`config.mk`:
```
export PLATFORM = sky130hd
export DESIGN_NAME = pieb_enable_bank
export DESIGN_NICKNAME = d
export VERILOG_FILES = /design/src/pieb_flag_bit.v /design/src/pieb_enable_bank.v
export VERILOG_INCLUDE_DIRS = /design/src
export SDC_FILE = /design/constraint.sdc
export NUM_CORES = 1
export LEC_CHECK = 0
export ABC_AREA = 1
export BUFFER_PORTS_ARGS = -buffer_cell sky130_fd_sc_hd__buf_2
export CORE_UTILIZATION = 50
export CTS_CLUSTER_DIAMETER = 50
export DETAILED_ROUTE_END_ITERATION = 7
export PLACE_DENSITY = 0.83
export RECOVER_POWER = 50
export SLEW_MARGIN = 20
export SYNTH_ARGS = -nofsm -noshare
export SYNTH_HDL_FRONTEND = slang
export SYNTH_HIERARCHICAL = 1
export SYNTH_SLANG_ARGS = --single-unit
```
`constraint.sdc`:
```
create_clock -name i_ref_clk -period 2.21 [get_ports i_ref_clk]
set_input_delay 0.1105 -clock i_ref_clk [delete_from_list [all_inputs] [get_ports i_ref_clk]]
set_output_delay 0.1105 -clock i_ref_clk [all_outputs]
set_load 0.01 [all_outputs]
```
`src/pieb_map.vh`:
```
// Register offsets, field positions and reset values for the peripheral enable bank
`ifndef PIEB_MAP_VH
`define PIEB_MAP_VH
`define PIEB_ADDR_W 12
`define PIEB_OFF_EN_FIVE 12'h4ad
`define PIEB_OFF_EN_SIX 12'h4ae
`define PIEB_OFF_EN_SEVEN 12'h4af
`define PIEB_OFF_EN_EIGHT 12'h4b0
`define PIEB_OFF_EN_NINE 12'h4b1
`define PIEB_OFF_EN_TEN 12'h4b2
`define PIEB_OFF_REQ_ZERO 12'h4b3
`define PIEB_OFF_EVT_STAT 12'h4c0
`define PIEB_OFF_EVT_MASK 12'h4c1
`define PIEB_MASK_EN_FIVE 8'h03
`define PIEB_MASK_EN_SIX 8'hfd
`define PIEB_MASK_EN_SEVEN 8'hef
`define PIEB_MASK_EN_EIGHT 8'haf
`define PIEB_MASK_EN_NINE 8'hff
`define PIEB_MASK_EN_TEN 8'hf9
`define PIEB_MASK_REQ_HS 8'h7e
`define PIEB_BIT_PIN_CHANGE 7
`define PIEB_BIT_SOFT_IRQ 0
`define PIEB_RST_BYTE 8'h00
`define PIEB_EVT_W 2
`define PIEB_EVT_FLAG_SET 0
`define PIEB_EVT_SOFT_SET 1
`endif

```
`src/pieb_flag_bit.v`:
```
// One hardware-set, software-cleared sticky flag bit
`timescale 1ns/100ps
module pieb_flag_bit (
  input wire i_ref_clk,
  input wire i_rst,
  input wire i_set,
  input wire i_wr,
  input wire i_wr_val,
  output reg o_flag_q
);
  always @(posedge i_ref_clk) begin
    if (i_rst) begin
      o_flag_q <= 1'b0;
    end else if (i_set) begin
      // Set beats a same-cycle software clear so no event is lost
      o_flag_q <= 1'b1;
    end else if (i_wr) begin
      o_flag_q <= i_wr_val;
    end
  end
endmodule // pieb_flag_bit

```
`src/pieb_enable_bank.v`:
```
// Peripheral interrupt enable bank with request register zero
// How it works
// - Enable one passes source, zero blocks it
// - Earlier register holds SPI-b tx/rx enables
// - Sixth enable register, DMA-b and misc sources
// - Seventh enable register, PWM-c, logic, I2C
// - Eighth enable register, scanner, logic, UART-b
// - Ninth enable register, DMA-c and UART-c
// - Tenth enable register, DMA-d, timer, external
// - Request zero: mixed access flags, reset zero
// - Flags set regardless of enable bits
// - Pin-change flag follows per-pin change flags
// - Software flag written only by software
//
// Added by the designer: the strobed register port.
`timescale 1ns/100ps
`include "pieb_map.vh"
module pieb_enable_bank #(
  parameter ADDR_W = `PIEB_ADDR_W
) (
  input wire i_ref_clk,
  input wire i_rst,
  input wire [ADDR_W-1:0] i_addr,
  input wire [7:0] i_wdata,
  input wire i_wr,
  input wire i_rd,
  output reg [7:0] o_rdata,
  input wire [7:0] i_src_five,
  input wire [7:0] i_src_six,
  input wire [7:0] i_src_seven,
  input wire [7:0] i_src_eight,
  input wire [7:0] i_src_nine,
  input wire [7:0] i_src_ten,
  input wire [7:0] i_req_zero_set,
  input wire i_pin_change_any,
  output wire [7:0] o_req_five,
  output wire [7:0] o_req_six,
  output wire [7:0] o_req_seven,
  output wire [7:0] o_req_eight,
  output wire [7:0] o_req_nine,
  output wire [7:0] o_req_ten,
  output wire [7:0] o_req_zero,
  output wire [7:0] o_req_zero_flags,
  output wire o_irq
);
  reg [7:0] en_five_q;
  reg [7:0] en_six_q;
  reg [7:0] en_seven_q;
  reg [7:0] en_eight_q;
  reg [7:0] en_nine_q;
  reg [7:0] en_ten_q;
  reg [7:0] en_zero_q;
  reg soft_flag_q;
  reg pin_change_q;
  reg [`PIEB_EVT_W-1:0] evt_stat_q;
  reg [`PIEB_EVT_W-1:0] evt_mask_q;
  reg [`PIEB_EVT_W-1:0] evt_stat_d;
  reg [7:0] rdata_d;
  wire [7:0] flags_zero;
  wire [7:0] hs_set;
  wire [7:0] req_flag_q;
  wire wr_req;
  wire rd_stat;
  wire [`PIEB_EVT_W-1:0] evt_now;

  assign wr_req = i_wr && (i_addr == `PIEB_OFF_REQ_ZERO);
  assign hs_set = i_req_zero_set & `PIEB_MASK_REQ_HS;

  genvar g;
  generate
    for (g = 1; g < 7; g = g + 1) begin : g_flag
      pieb_flag_bit u_flag (
        .i_ref_clk(i_ref_clk),
        .i_rst(i_rst),
        .i_set(hs_set[g]),
        .i_wr(wr_req),
        .i_wr_val(i_wdata[g]),
        .o_flag_q(req_flag_q[g])
      );
    end
  endgenerate
  assign req_flag_q[0] = 1'b0;
  assign req_flag_q[7] = 1'b0;

  // Pin-change flag mirrors the per-pin flags; software cannot write it
  always @(posedge i_ref_clk) begin
    if (i_rst) begin
      pin_change_q <= 1'b0;
    end else begin
      pin_change_q <= i_pin_change_any;
    end
  end

  always @(posedge i_ref_clk) begin
    if (i_rst) begin
      soft_flag_q <= 1'b0;
    end else if (wr_req) begin
      soft_flag_q <= i_wdata[`PIEB_BIT_SOFT_IRQ];
    end
  end

  // Request-zero flag fields, in bit order from seven down to zero
  wire pin_change_flag;
  wire checksum_flag;
  wire logic_cell_a_flag;
  wire nonvolatile_flag;
  wire clock_switch_flag;
  wire osc_fail_flag;
  wire voltage_detect_flag;
  wire soft_irq_flag;
  assign pin_change_flag = pin_change_q;
  assign checksum_flag = req_flag_q[6];
  assign logic_cell_a_flag = req_flag_q[5];
  assign nonvolatile_flag = req_flag_q[4];
  assign clock_switch_flag = req_flag_q[3];
  assign osc_fail_flag = req_flag_q[2];
  assign voltage_detect_flag = req_flag_q[1];
  assign soft_irq_flag = soft_flag_q;
  assign flags_zero = {pin_change_flag, checksum_flag, logic_cell_a_flag, nonvolatile_flag,
    clock_switch_flag, osc_fail_flag, voltage_detect_flag,
    soft_irq_flag};
  assign o_req_zero_flags = flags_zero;

  // Enable registers; unimplemented bits are held at zero
  always @(posedge i_ref_clk) begin
    if (i_rst) begin
      en_five_q <= `PIEB_RST_BYTE;
      en_six_q <= `PIEB_RST_BYTE;
      en_seven_q <= `PIEB_RST_BYTE;
      en_eight_q <= `PIEB_RST_BYTE;
      en_nine_q <= `PIEB_RST_BYTE;
      en_ten_q <= `PIEB_RST_BYTE;
      en_zero_q <= `PIEB_RST_BYTE;
    end else if (i_wr) begin
      if (i_addr == `PIEB_OFF_EN_FIVE) begin
        en_five_q <= i_wdata & `PIEB_MASK_EN_FIVE;
      end else if (i_addr == `PIEB_OFF_EN_SIX) begin
        en_six_q <= i_wdata & `PIEB_MASK_EN_SIX;
      end else if (i_addr == `PIEB_OFF_EN_SEVEN) begin
        en_seven_q <= i_wdata & `PIEB_MASK_EN_SEVEN;
      end else if (i_addr == `PIEB_OFF_EN_EIGHT) begin
        en_eight_q <= i_wdata & `PIEB_MASK_EN_EIGHT;
      end else if (i_addr == `PIEB_OFF_EN_NINE) begin
        en_nine_q <= i_wdata & `PIEB_MASK_EN_NINE;
      end else if (i_addr == `PIEB_OFF_EN_TEN) begin
        en_ten_q <= i_wdata & `PIEB_MASK_EN_TEN;
      end else if (i_addr == `PIEB_OFF_EVT_MASK + 12'h001) begin
        en_zero_q <= i_wdata;
      end
    end
  end

  // Peripheral sources hold their own flags; enable gates forwarding
  // Named enable fields; gaps are tied low so a missing bit never forwards
  wire spi_b_tx_irq_en;
  wire spi_b_rx_irq_en;
  wire dma_b_abort_irq_en;
  wire dma_b_overrun_irq_en;
  wire dma_b_dest_count_irq_en;
  wire dma_b_src_count_irq_en;
  wire num_osc_irq_en;
  wire waveform_gen_irq_en;
  wire ext_irq_b_en;
  wire pwm_c_param_irq_en;
  wire pwm_c_period_irq_en;
  wire logic_cell_c_irq_en;
  wire i2c_error_irq_en;
  wire i2c_general_irq_en;
  wire i2c_tx_irq_en;
  wire i2c_rx_irq_en;
  wire mem_scanner_irq_en;
  wire logic_cell_d_irq_en;
  wire uart_b_irq_en;
  wire uart_b_frame_err_irq_en;
  wire uart_b_tx_irq_en;
  wire uart_b_rx_irq_en;
  wire dma_c_abort_irq_en;
  wire dma_c_overrun_irq_en;
  wire dma_c_dest_count_irq_en;
  wire dma_c_src_count_irq_en;
  wire uart_c_irq_en;
  wire uart_c_frame_err_irq_en;
  wire uart_c_tx_irq_en;
  wire uart_c_rx_irq_en;
  wire dma_d_abort_irq_en;
  wire dma_d_overrun_irq_en;
  wire dma_d_dest_count_irq_en;
  wire dma_d_src_count_irq_en;
  wire timer_d_irq_en;
  wire ext_irq_c_en;
  assign spi_b_tx_irq_en = en_five_q[1];
  assign spi_b_rx_irq_en = en_five_q[0];
  assign dma_b_abort_irq_en = en_six_q[7];
  assign dma_b_overrun_irq_en = en_six_q[6];
  assign dma_b_dest_count_irq_en = en_six_q[5];
  assign dma_b_src_count_irq_en = en_six_q[4];
  assign num_osc_irq_en = en_six_q[3];
  assign waveform_gen_irq_en = en_six_q[2];
  assign ext_irq_b_en = en_six_q[0];
  assign pwm_c_param_irq_en = en_seven_q[7];
  assign pwm_c_period_irq_en = en_seven_q[6];
  assign logic_cell_c_irq_en = en_seven_q[5];
  assign i2c_error_irq_en = en_seven_q[3];
  assign i2c_general_irq_en = en_seven_q[2];
  assign i2c_tx_irq_en = en_seven_q[1];
  assign i2c_rx_irq_en = en_seven_q[0];
  assign mem_scanner_irq_en = en_eight_q[7];
  assign logic_cell_d_irq_en = en_eight_q[5];
  assign uart_b_irq_en = en_eight_q[3];
  assign uart_b_frame_err_irq_en = en_eight_q[2];
  assign uart_b_tx_irq_en = en_eight_q[1];
  assign uart_b_rx_irq_en = en_eight_q[0];
  assign dma_c_abort_irq_en = en_nine_q[7];
  assign dma_c_overrun_irq_en = en_nine_q[6];
  assign dma_c_dest_count_irq_en = en_nine_q[5];
  assign dma_c_src_count_irq_en = en_nine_q[4];
  assign uart_c_irq_en = en_nine_q[3];
  assign uart_c_frame_err_irq_en = en_nine_q[2];
  assign uart_c_tx_irq_en = en_nine_q[1];
  assign uart_c_rx_irq_en = en_nine_q[0];
  assign dma_d_abort_irq_en = en_ten_q[7];
  assign dma_d_overrun_irq_en = en_ten_q[6];
  assign dma_d_dest_count_irq_en = en_ten_q[5];
  assign dma_d_src_count_irq_en = en_ten_q[4];
  assign timer_d_irq_en = en_ten_q[3];
  assign ext_irq_c_en = en_ten_q[0];
  assign o_req_five = i_src_five & {6'h00, spi_b_tx_irq_en, spi_b_rx_irq_en};
  assign o_req_six = i_src_six & {dma_b_abort_irq_en, dma_b_overrun_irq_en,
    dma_b_dest_count_irq_en, dma_b_src_count_irq_en, num_osc_irq_en,
    waveform_gen_irq_en, 1'b0, ext_irq_b_en};
  assign o_req_seven = i_src_seven & {pwm_c_param_irq_en, pwm_c_period_irq_en,
    logic_cell_c_irq_en, 1'b0, i2c_error_irq_en, i2c_general_irq_en, i2c_tx_irq_en,
    i2c_rx_irq_en};
  assign o_req_eight = i_src_eight & {mem_scanner_irq_en, 1'b0, logic_cell_d_irq_en, 1'b0,
    uart_b_irq_en, uart_b_frame_err_irq_en, uart_b_tx_irq_en,
    uart_b_rx_irq_en};
  assign o_req_nine = i_src_nine & {dma_c_abort_irq_en, dma_c_overrun_irq_en,
    dma_c_dest_count_irq_en, dma_c_src_count_irq_en, uart_c_irq_en,
    uart_c_frame_err_irq_en, uart_c_tx_irq_en, uart_c_rx_irq_en};
  assign o_req_ten = i_src_ten & {dma_d_abort_irq_en, dma_d_overrun_irq_en,
    dma_d_dest_count_irq_en, dma_d_src_count_irq_en, timer_d_irq_en, 2'b00,
    ext_irq_c_en};
  assign o_req_zero = flags_zero & en_zero_q;

  // Status events: any hardware set pulse on request-zero bits six to one, software flag set
  assign evt_now[`PIEB_EVT_FLAG_SET] = |hs_set;
  assign evt_now[`PIEB_EVT_SOFT_SET] = wr_req && i_wdata[`PIEB_BIT_SOFT_IRQ];
  assign rd_stat = i_rd && (i_addr == `PIEB_OFF_EVT_STAT);

  always @* begin
    evt_stat_d = evt_stat_q;
    if (rd_stat) begin
      evt_stat_d = {`PIEB_EVT_W{1'b0}};
    end
    // Events in the read cycle survive the clear
    evt_stat_d = evt_stat_d | evt_now;
  end

  always @(posedge i_ref_clk) begin
    if (i_rst) begin
      evt_stat_q <= {`PIEB_EVT_W{1'b0}};
      evt_mask_q <= {`PIEB_EVT_W{1'b0}};
    end else begin
      evt_stat_q <= evt_stat_d;
      if (i_wr && (i_addr == `PIEB_OFF_EVT_MASK)) begin
        evt_mask_q <= i_wdata[`PIEB_EVT_W-1:0];
      end
    end
  end

  // Soft flag raises the line directly so software can force an interrupt
  assign o_irq = (|(evt_stat_q & evt_mask_q)) | (|o_req_zero) | soft_flag_q;

  always @* begin
    rdata_d = 8'h00;
    if (i_addr == `PIEB_OFF_EN_FIVE) begin
      rdata_d = en_five_q;
    end else if (i_addr == `PIEB_OFF_EN_SIX) begin
      rdata_d = en_six_q;
    end else if (i_addr == `PIEB_OFF_EN_SEVEN) begin
      rdata_d = en_seven_q;
    end else if (i_addr == `PIEB_OFF_EN_EIGHT) begin
      rdata_d = en_eight_q;
    end else if (i_addr == `PIEB_OFF_EN_NINE) begin
      rdata_d = en_nine_q;
    end else if (i_addr == `PIEB_OFF_EN_TEN) begin
      rdata_d = en_ten_q;
    end else if (i_addr == `PIEB_OFF_REQ_ZERO) begin
      rdata_d = flags_zero;
    end else if (i_addr == `PIEB_OFF_EVT_STAT) begin
      rdata_d = {6'h00, evt_stat_q};
    end else if (i_addr == `PIEB_OFF_EVT_MASK) begin
      rdata_d = {6'h00, evt_mask_q};
    end else if (i_addr == `PIEB_OFF_EVT_MASK + 12'h001) begin
      rdata_d = en_zero_q;
    end
  end

  always @(posedge i_ref_clk) begin
    if (i_rst) begin
      o_rdata <= 8'h00;
    end else if (i_rd) begin
      o_rdata <= rdata_d;
    end else begin
      o_rdata <= 8'h00;
    end
  end
endmodule // pieb_enable_bank

```
==> results of run 1 <==
==> cells by family (layout without fill, tap and decap cells) <==
family | Yosys count | count (layout) | synth area share (%)
other cells | 1 | 12 | 0.0998
buf+inv | 160 | 276 | 19.4
simple gates | 211 | 211 | 25.4
compound gates | 117 | 117 | 21.1
flops | 64 | 64 | 34.1
==> per-stage QoR <==
step	cells	setup slack [ns]	total power (W)	util [%]
floorplan	564	0.732	0.00131	-
global placement	762	0.489	0.00139	59.9
detailed placement	762	0.482	0.00139	59.9
CTS	779	0.618	0.00242	62.8
global route	779	0.558	0.00250	61.7
finish	779	0.573	0.00241	61.7
==> sequential cells by signal, summed over array words and instances, names as in the netlist <==
| name | cells |
|---|---|
| en_five_q | 2 |
| en_eight_q | 6 |
| o_rdata | 8 |
| en_ten_q | 6 |
| pin_change_flag | 1 |
| soft_flag_q | 1 |
| evt_mask_q | 2 |
| evt_stat_q | 2 |
| en_zero_q | 8 |
| g_flag.u_flag/o_flag_q | 6 |
| en_seven_q | 7 |
| en_nine_q | 8 |
| en_six_q | 7 |
==> layout make-up <==
cell class	instances	area share, %
clock buffer	10	3.08
clock inverter	6	1.51
inverter	129	10.9
multi-input combinational	340	39.8
sequential	64	28.6
tap	99	2.77
timing repair buffer	131	13.3
==> metal layers <==
layer | vias up | GRT usage [%] | share of wire, %
li1 | 1930 | - | -
met1 | 1746 | 30.8 | 43
met2 | 167 | 44.7 | 48
met3 | 32 | 4.66 | 5.9
met4 | 0 | 14.5 | 3.4
met5 | - | 0 | 0
==> timing repair <==
item,CTS,global route
gates resized for setup,0,0
setup buffers,0,0
hold endpoints to repair,1,0
hold buffers,1,0
==> power groups by stage <==
| stage | clock network [W] | registers (W) | logic [W] |
|---|---|---|---|
| finish | 0.00105 | 0.00117 | 0.000194 |
| global route | 0.00111 | 0.00117 | 0.000216 |
| CTS | 0.00105 | 0.00117 | 0.000197 |
| detailed placement | 0 | 0.00120 | 0.000195 |
| global placement | 0 | 0.00120 | 0.000190 |
| floorplan | 0 | 0.00120 | 0.000114 |
==> placed cells by master, fill, tap and decap left out, drive strengths merged <==
cell type / netlist / final
nand4: 2 / 2
a31oi: 1 / 1
nand3: 15 / 15
inv: 128 / 129
nor3: 2 / 2
clkinvlp: 0 / 2
dlygate4sd3: 0 / 1
clkinv: 1 / 3
a211oi: 25 / 25
nand2: 108 / 108
buf: 28 / 72
o21ai: 44 / 44
nor2: 82 / 82
a21oi: 37 / 37
clkbuf: 3 / 68
dfxtp: 64 / 64
o211ai: 9 / 9
bufinv: 0 / 1
o2111ai: 1 / 1
conb: 1 / 12
nor4: 2 / 2
==> final timing paths <==
check	to	slack (ns)
worst max-delay path	o_irq	0.57
worst min-delay path	en_five_q[0]	0.03
worst max register to register	o_rdata[1]	1.09
worst min register to register	en_eight_q[1]	0.49
==> results.json, run 1 <==
{
  "worstHoldPathCells": 2,
  "fin_worst_skew_ns": 0.00602,
  "wl_mm": 10.0,
  "cp.required_ns": 2.10,
  "multi_input_area_um2": 1780,
  "synth-async-reset-ratio_pct": 0,
  "seqPwrFrac_pct": 48.6,
  "syn_area_um2": 3760,
  "cp_data_arrival_time_ns": 1.53,
  "rr_worst_depth": 8,
  "hold_viol_final": 0,
  "yosysMostFrequentCell": "inv_1",
  "ant_nets": 0,
  "placedInstanceArea_um2": 4340,
  "rr_startpoint": "evt_mask_q[1]",
  "slowest_stage": "dfxtp_1",
  "period_share_pct": 74.1,
  "synthCells": 553,
  "path_depth": 5,
  "io_pins": 154,
  "fillers": 671,
  "clock_path_buffers": 2,
  "setup_violations": 0,
  "cts_htree_levels": 3,
  "irDropWorstVdd_mv": 0.289,
  "power_density_nw_per_um2": 540,
  "layout.nets": 756,
  "path_buf_inv": 1,
  "gr-total-overflow": 0,
  "p_comb_share_pct": 8.0,
  "cp_cell_sequence": "nand2_1, o21ai_0, a211oi_1, nand4_1, buf_2",
  "synth_common_cells": "inv_1, nand2_1, nor2_1",
  "cp-end-kind": "primary output",
  "internal_power_w": 0.00179,
  "fin_tns_setup_ns": 0,
  "max_freq_mhz": 611,
  "die_area_um2": 7860,
  "dpl.hpwl_mm": 7.65,
  "cap_violations": 0,
  "synth-seq-area-share_pct": 34.1,
  "clkSlewWorstSetupHoldPaths_ns": 0.08,
  "power.switching_w": 0.000627,
  "fin_crit_ns": 1.64,
  "place.gp.congestion": 0.897,
  "antenna_found_initial": 0,
  "cp_top_family": "compound AO/OA/AOI/OAI gates",
  "ys_seq_elements": 64,
  "switching_share_pct": 26.0,
  "numCtsBuffers": 9,
  "fin_area_um2": 4470,
  "portBuffers": 127,
  "whs_ns": 0.0322,
  "min-delay-start": "i_rst",
  "groute.usage.overall_pct": 26.1,
  "cts.sinks": 64,
  "drtIter0Drc": 265,
  "grt_pass1_wl_mm": 15.4,
  "start_util_pct": 51.8,
  "outcome": "finished, final reports clean",
  "yosys_warnings": 6,
  "tightest_slew_ns": 0.980,
  "leakage_nw": 2.23,
  "ys_types": 32,
  "drive_gt1_share_pct": 20.9,
  "rows": 31,
  "critPathMaxFanout": 4,
  "postSynthAreaPerCell_um2": 6.79,
  "maxSlewViolCount": 0,
  "core-area_um2": 7250,
  "area_delta_synth_final_pct": 19.1,
  "crit_type": "reg2out",
  "start_kind": "flip-flop",
  "drt_pass1_iterations": 5,
  "tritoncts": "built",
  "die_w_um": 88.7,
  "clock-root-buffer": "clkbuf_8",
  "cp_slowest_stage_delay_ns": 0.34,
  "diodes": 0,
  "grt_max_degree": 34,
  "clk-insertion-delay-late_ns": 0.35,
  "synth_top_area_share_pct": 34.1,
  "yosysTopAreaCell": "dfxtp_1",
  "drc": 0,
  "netlist_top_cells_area": "dfxtp_1, inv_1, nand2_1",
  "p_clk_share_pct": 43.4,
  "regArea_um2": 1280,
  "wire_per_inst_um": 12.9,
  "hold_class": "in2reg",
  "via_per_inst": 4.97,
  "grt_pass1_vias": 3446,
  "via_count": 3875,
  "die_h_um": 88.7,
  "synth-edff-count": 0,
  "synthFlopType": "dfxtp_1",
  "startpoint": "g_flag[3].u_flag/o_flag_q",
  "max_slew_margin_pct": 34.7,
  "rsz0062_at_grt": "false"
}
Power figures use the tool's default switching activity.
==> run 2: changes to the inputs <==
--- a/config.mk
+++ b/config.mk
@@ -8,10 +8,10 @@
 export LEC_CHECK = 0
 export ABC_AREA = 1
 export BUFFER_PORTS_ARGS = -buffer_cell sky130_fd_sc_hd__buf_2
-export CORE_UTILIZATION = 50
+export CORE_UTILIZATION = 44
 export CTS_CLUSTER_DIAMETER = 50
 export DETAILED_ROUTE_END_ITERATION = 7
-export PLACE_DENSITY = 0.83
+export PLACE_DENSITY = 0.77
 export RECOVER_POWER = 50
 export SLEW_MARGIN = 20
 export SYNTH_ARGS = -nofsm -noshare
==> constraint.sdc (replaced) <==
create_clock -name i_ref_clk -period 1.45 [get_ports i_ref_clk]
set_input_delay 0.0725 -clock i_ref_clk [delete_from_list [all_inputs] [get_ports i_ref_clk]]
set_output_delay 0.0725 -clock i_ref_clk [all_outputs]
set_load 0.01 [all_outputs]
==> results.json, run 2 (synthesized netlist as in run 1, its figures left out) <==
{
  "outcome": "finished, final reports clean",
  "biggestRegsByFlops": "en_nine_q (8), en_zero_q (8), o_rdata (8)",
  "rows": 33,
  "cp-end-kind": "primary output",
  "rr_worst_depth": 8,
  "tritoncts": "built",
  "drt_pass1_iterations": 5,
  "die_w_um": 94.4,
  "cts.sinks": 64,
  "tightest_slew_ns": 0.682,
  "antenna_found_initial": 0,
  "period_share_pct": 97.1,
  "core-area_um2": 8260,
  "maxSlewViolCount": 0,
  "cts_htree_levels": 3,
  "wire_per_inst_um": 12.7,
  "clk-insertion-delay-late_ns": 0.34,
  "whs_ns": 0.0246,
  "clkSlewWorstSetupHoldPaths_ns": 0.07,
  "crit_type": "reg2out",
  "dpl.hpwl_mm": 8.06,
  "final_cell_mix": "inv_1, buf_2, nand2_1",
  "gr-total-overflow": 0,
  "wl_mm": 10.4,
  "fin_tns_setup_ns": 0,
  "fin_crit_ns": 1.41,
  "finalNonFillerCells": 820,
  "final_common_cell": "inv_1",
  "layout.nets": 791,
  "setup_violations": 0,
  "hold_class": "in2reg",
  "cp_data_arrival_time_ns": 1.34,
  "die_h_um": 94.4,
  "grt_pass1_vias": 3674,
  "cap_violations": 0,
  "rsz0062_at_grt": "true",
  "fin_worst_skew_ns": 0.00771,
  "io_pins": 154,
  "max_freq_mhz": 710,
  "place.gp.congestion": 0.902,
  "start_util_pct": 45.5,
  "worstHoldPathCells": 3,
  "groute.usage.overall_pct": 23.7,
  "via_count": 4016,
  "die_area_um2": 8910,
  "drive_gt1_share_pct": 32.3,
  "drc": 0,
  "multi_input_area_um2": 1820,
  "placed_cells": 798,
  "post-route-util_pct": 58.6,
  "numCtsBuffers": 9,
  "hold_viol_final": 0,
  "clock-root-buffer": "clkbuf_8",
  "grt_max_degree": 25,
  "diodes": 0,
  "critPathMaxFanout": 3,
  "start_kind": "flip-flop",
  "clock_path_buffers": 2,
  "grt_pass1_wl_mm": 16.4,
  "regArea_um2": 1290,
  "drtIter0Drc": 246,
  "cp.required_ns": 1.38,
  "via_per_inst": 4.90,
  "fillers": 784,
  "max_slew_margin_pct": 54.5,
  "portBuffers": 127,
  "irDropWorstVdd_mv": 0.526,
  "ant_nets": 0,
  "fin_area_um2": 4840,
  "placedInstanceArea_um2": 4590,
  "leakage_nw": 2.57,
  "power_density_nw_per_um2": 744,
  "area_delta_synth_final_pct": 28.7
}
## run 2: cell count changes in the layout (fill, tap and decap cells not counted), sizes merged
cell | before | now
inv | 129 | 128
clkinv | 3 | 4
buf | 72 | 147
clkbuf | 68 | 28
## run 2: report_power, final
part / switching, W / total [W] / leakage, nW / internal, W
Sequential: 0.0000146 / 0.00179 / 0.520 / 0.00177
Clock: 0.000692 / 0.00148 / 0.0920 / 0.000785
Combinational: 0.000197 / 0.000333 / 1.96 / 0.000136
## run 2: area by class of cell
class                      count  share of cell area (%)
inverter                     129                    10.1
tap                          105                    2.72
timing repair buffer         166                    19.0
clock buffer                  10                    2.64
multi-input combinational    340                    37.6
clock inverter                 6                    1.24
sequential                    64                    26.7
## run 2: per-stage QoR
step                      worst slack [ns]  total power (W)
final                               0.0416          0.00360
after global routing               -0.0165          0.00372
after CTS                          0.00419          0.00361
after detailed placement           -0.0703          0.00215
after global placement             -0.0149          0.00214
after floorplan                     0.0104          0.00200
## run 2: final timing paths
kind	startpoint	endpoint	slack, ns
min reg2reg	en_ten_q[6]	en_ten_q[6]	0.49
max reg2reg	evt_stat_q[1]	o_rdata[1]	0.36
max	pin_change_flag	o_irq	0.04
min	i_req_zero_set[1]	evt_stat_q[0]	0.02
## run 2: layer usage
| layer | up-vias | track usage, % | part of all wire [%] |
|---|---|---|---|
| met1 | 1815 | 28.3 | 42 |
| met2 | 176 | 41.5 | 49 |
| met3 | 26 | 4.75 | 6.7 |
| met5 | - | 0 | 0 |
| li1 | 1999 | - | - |
| met4 | 0 | 9.10 | 2.3 |
## run 2: repair_timing
item / in CTS / in global routing
setup buffers: 1 / 4
gates cloned: 0 / 0
resized for setup: 5 / 11
pin swaps: 3 / 5
hold buffers: 1 / 0
endpoints found under the setup margin: 1 / 1
endpoints found under the hold margin: 1 / 0
## run 2: critical path, cell delays in order (launching register included)
cell and delay, ns:
dfxtp_2 0.34, nand2_2 0.07, inv_2 0.05, nor4_4 0.26, nand4_1 0.12, buf_2 0.16
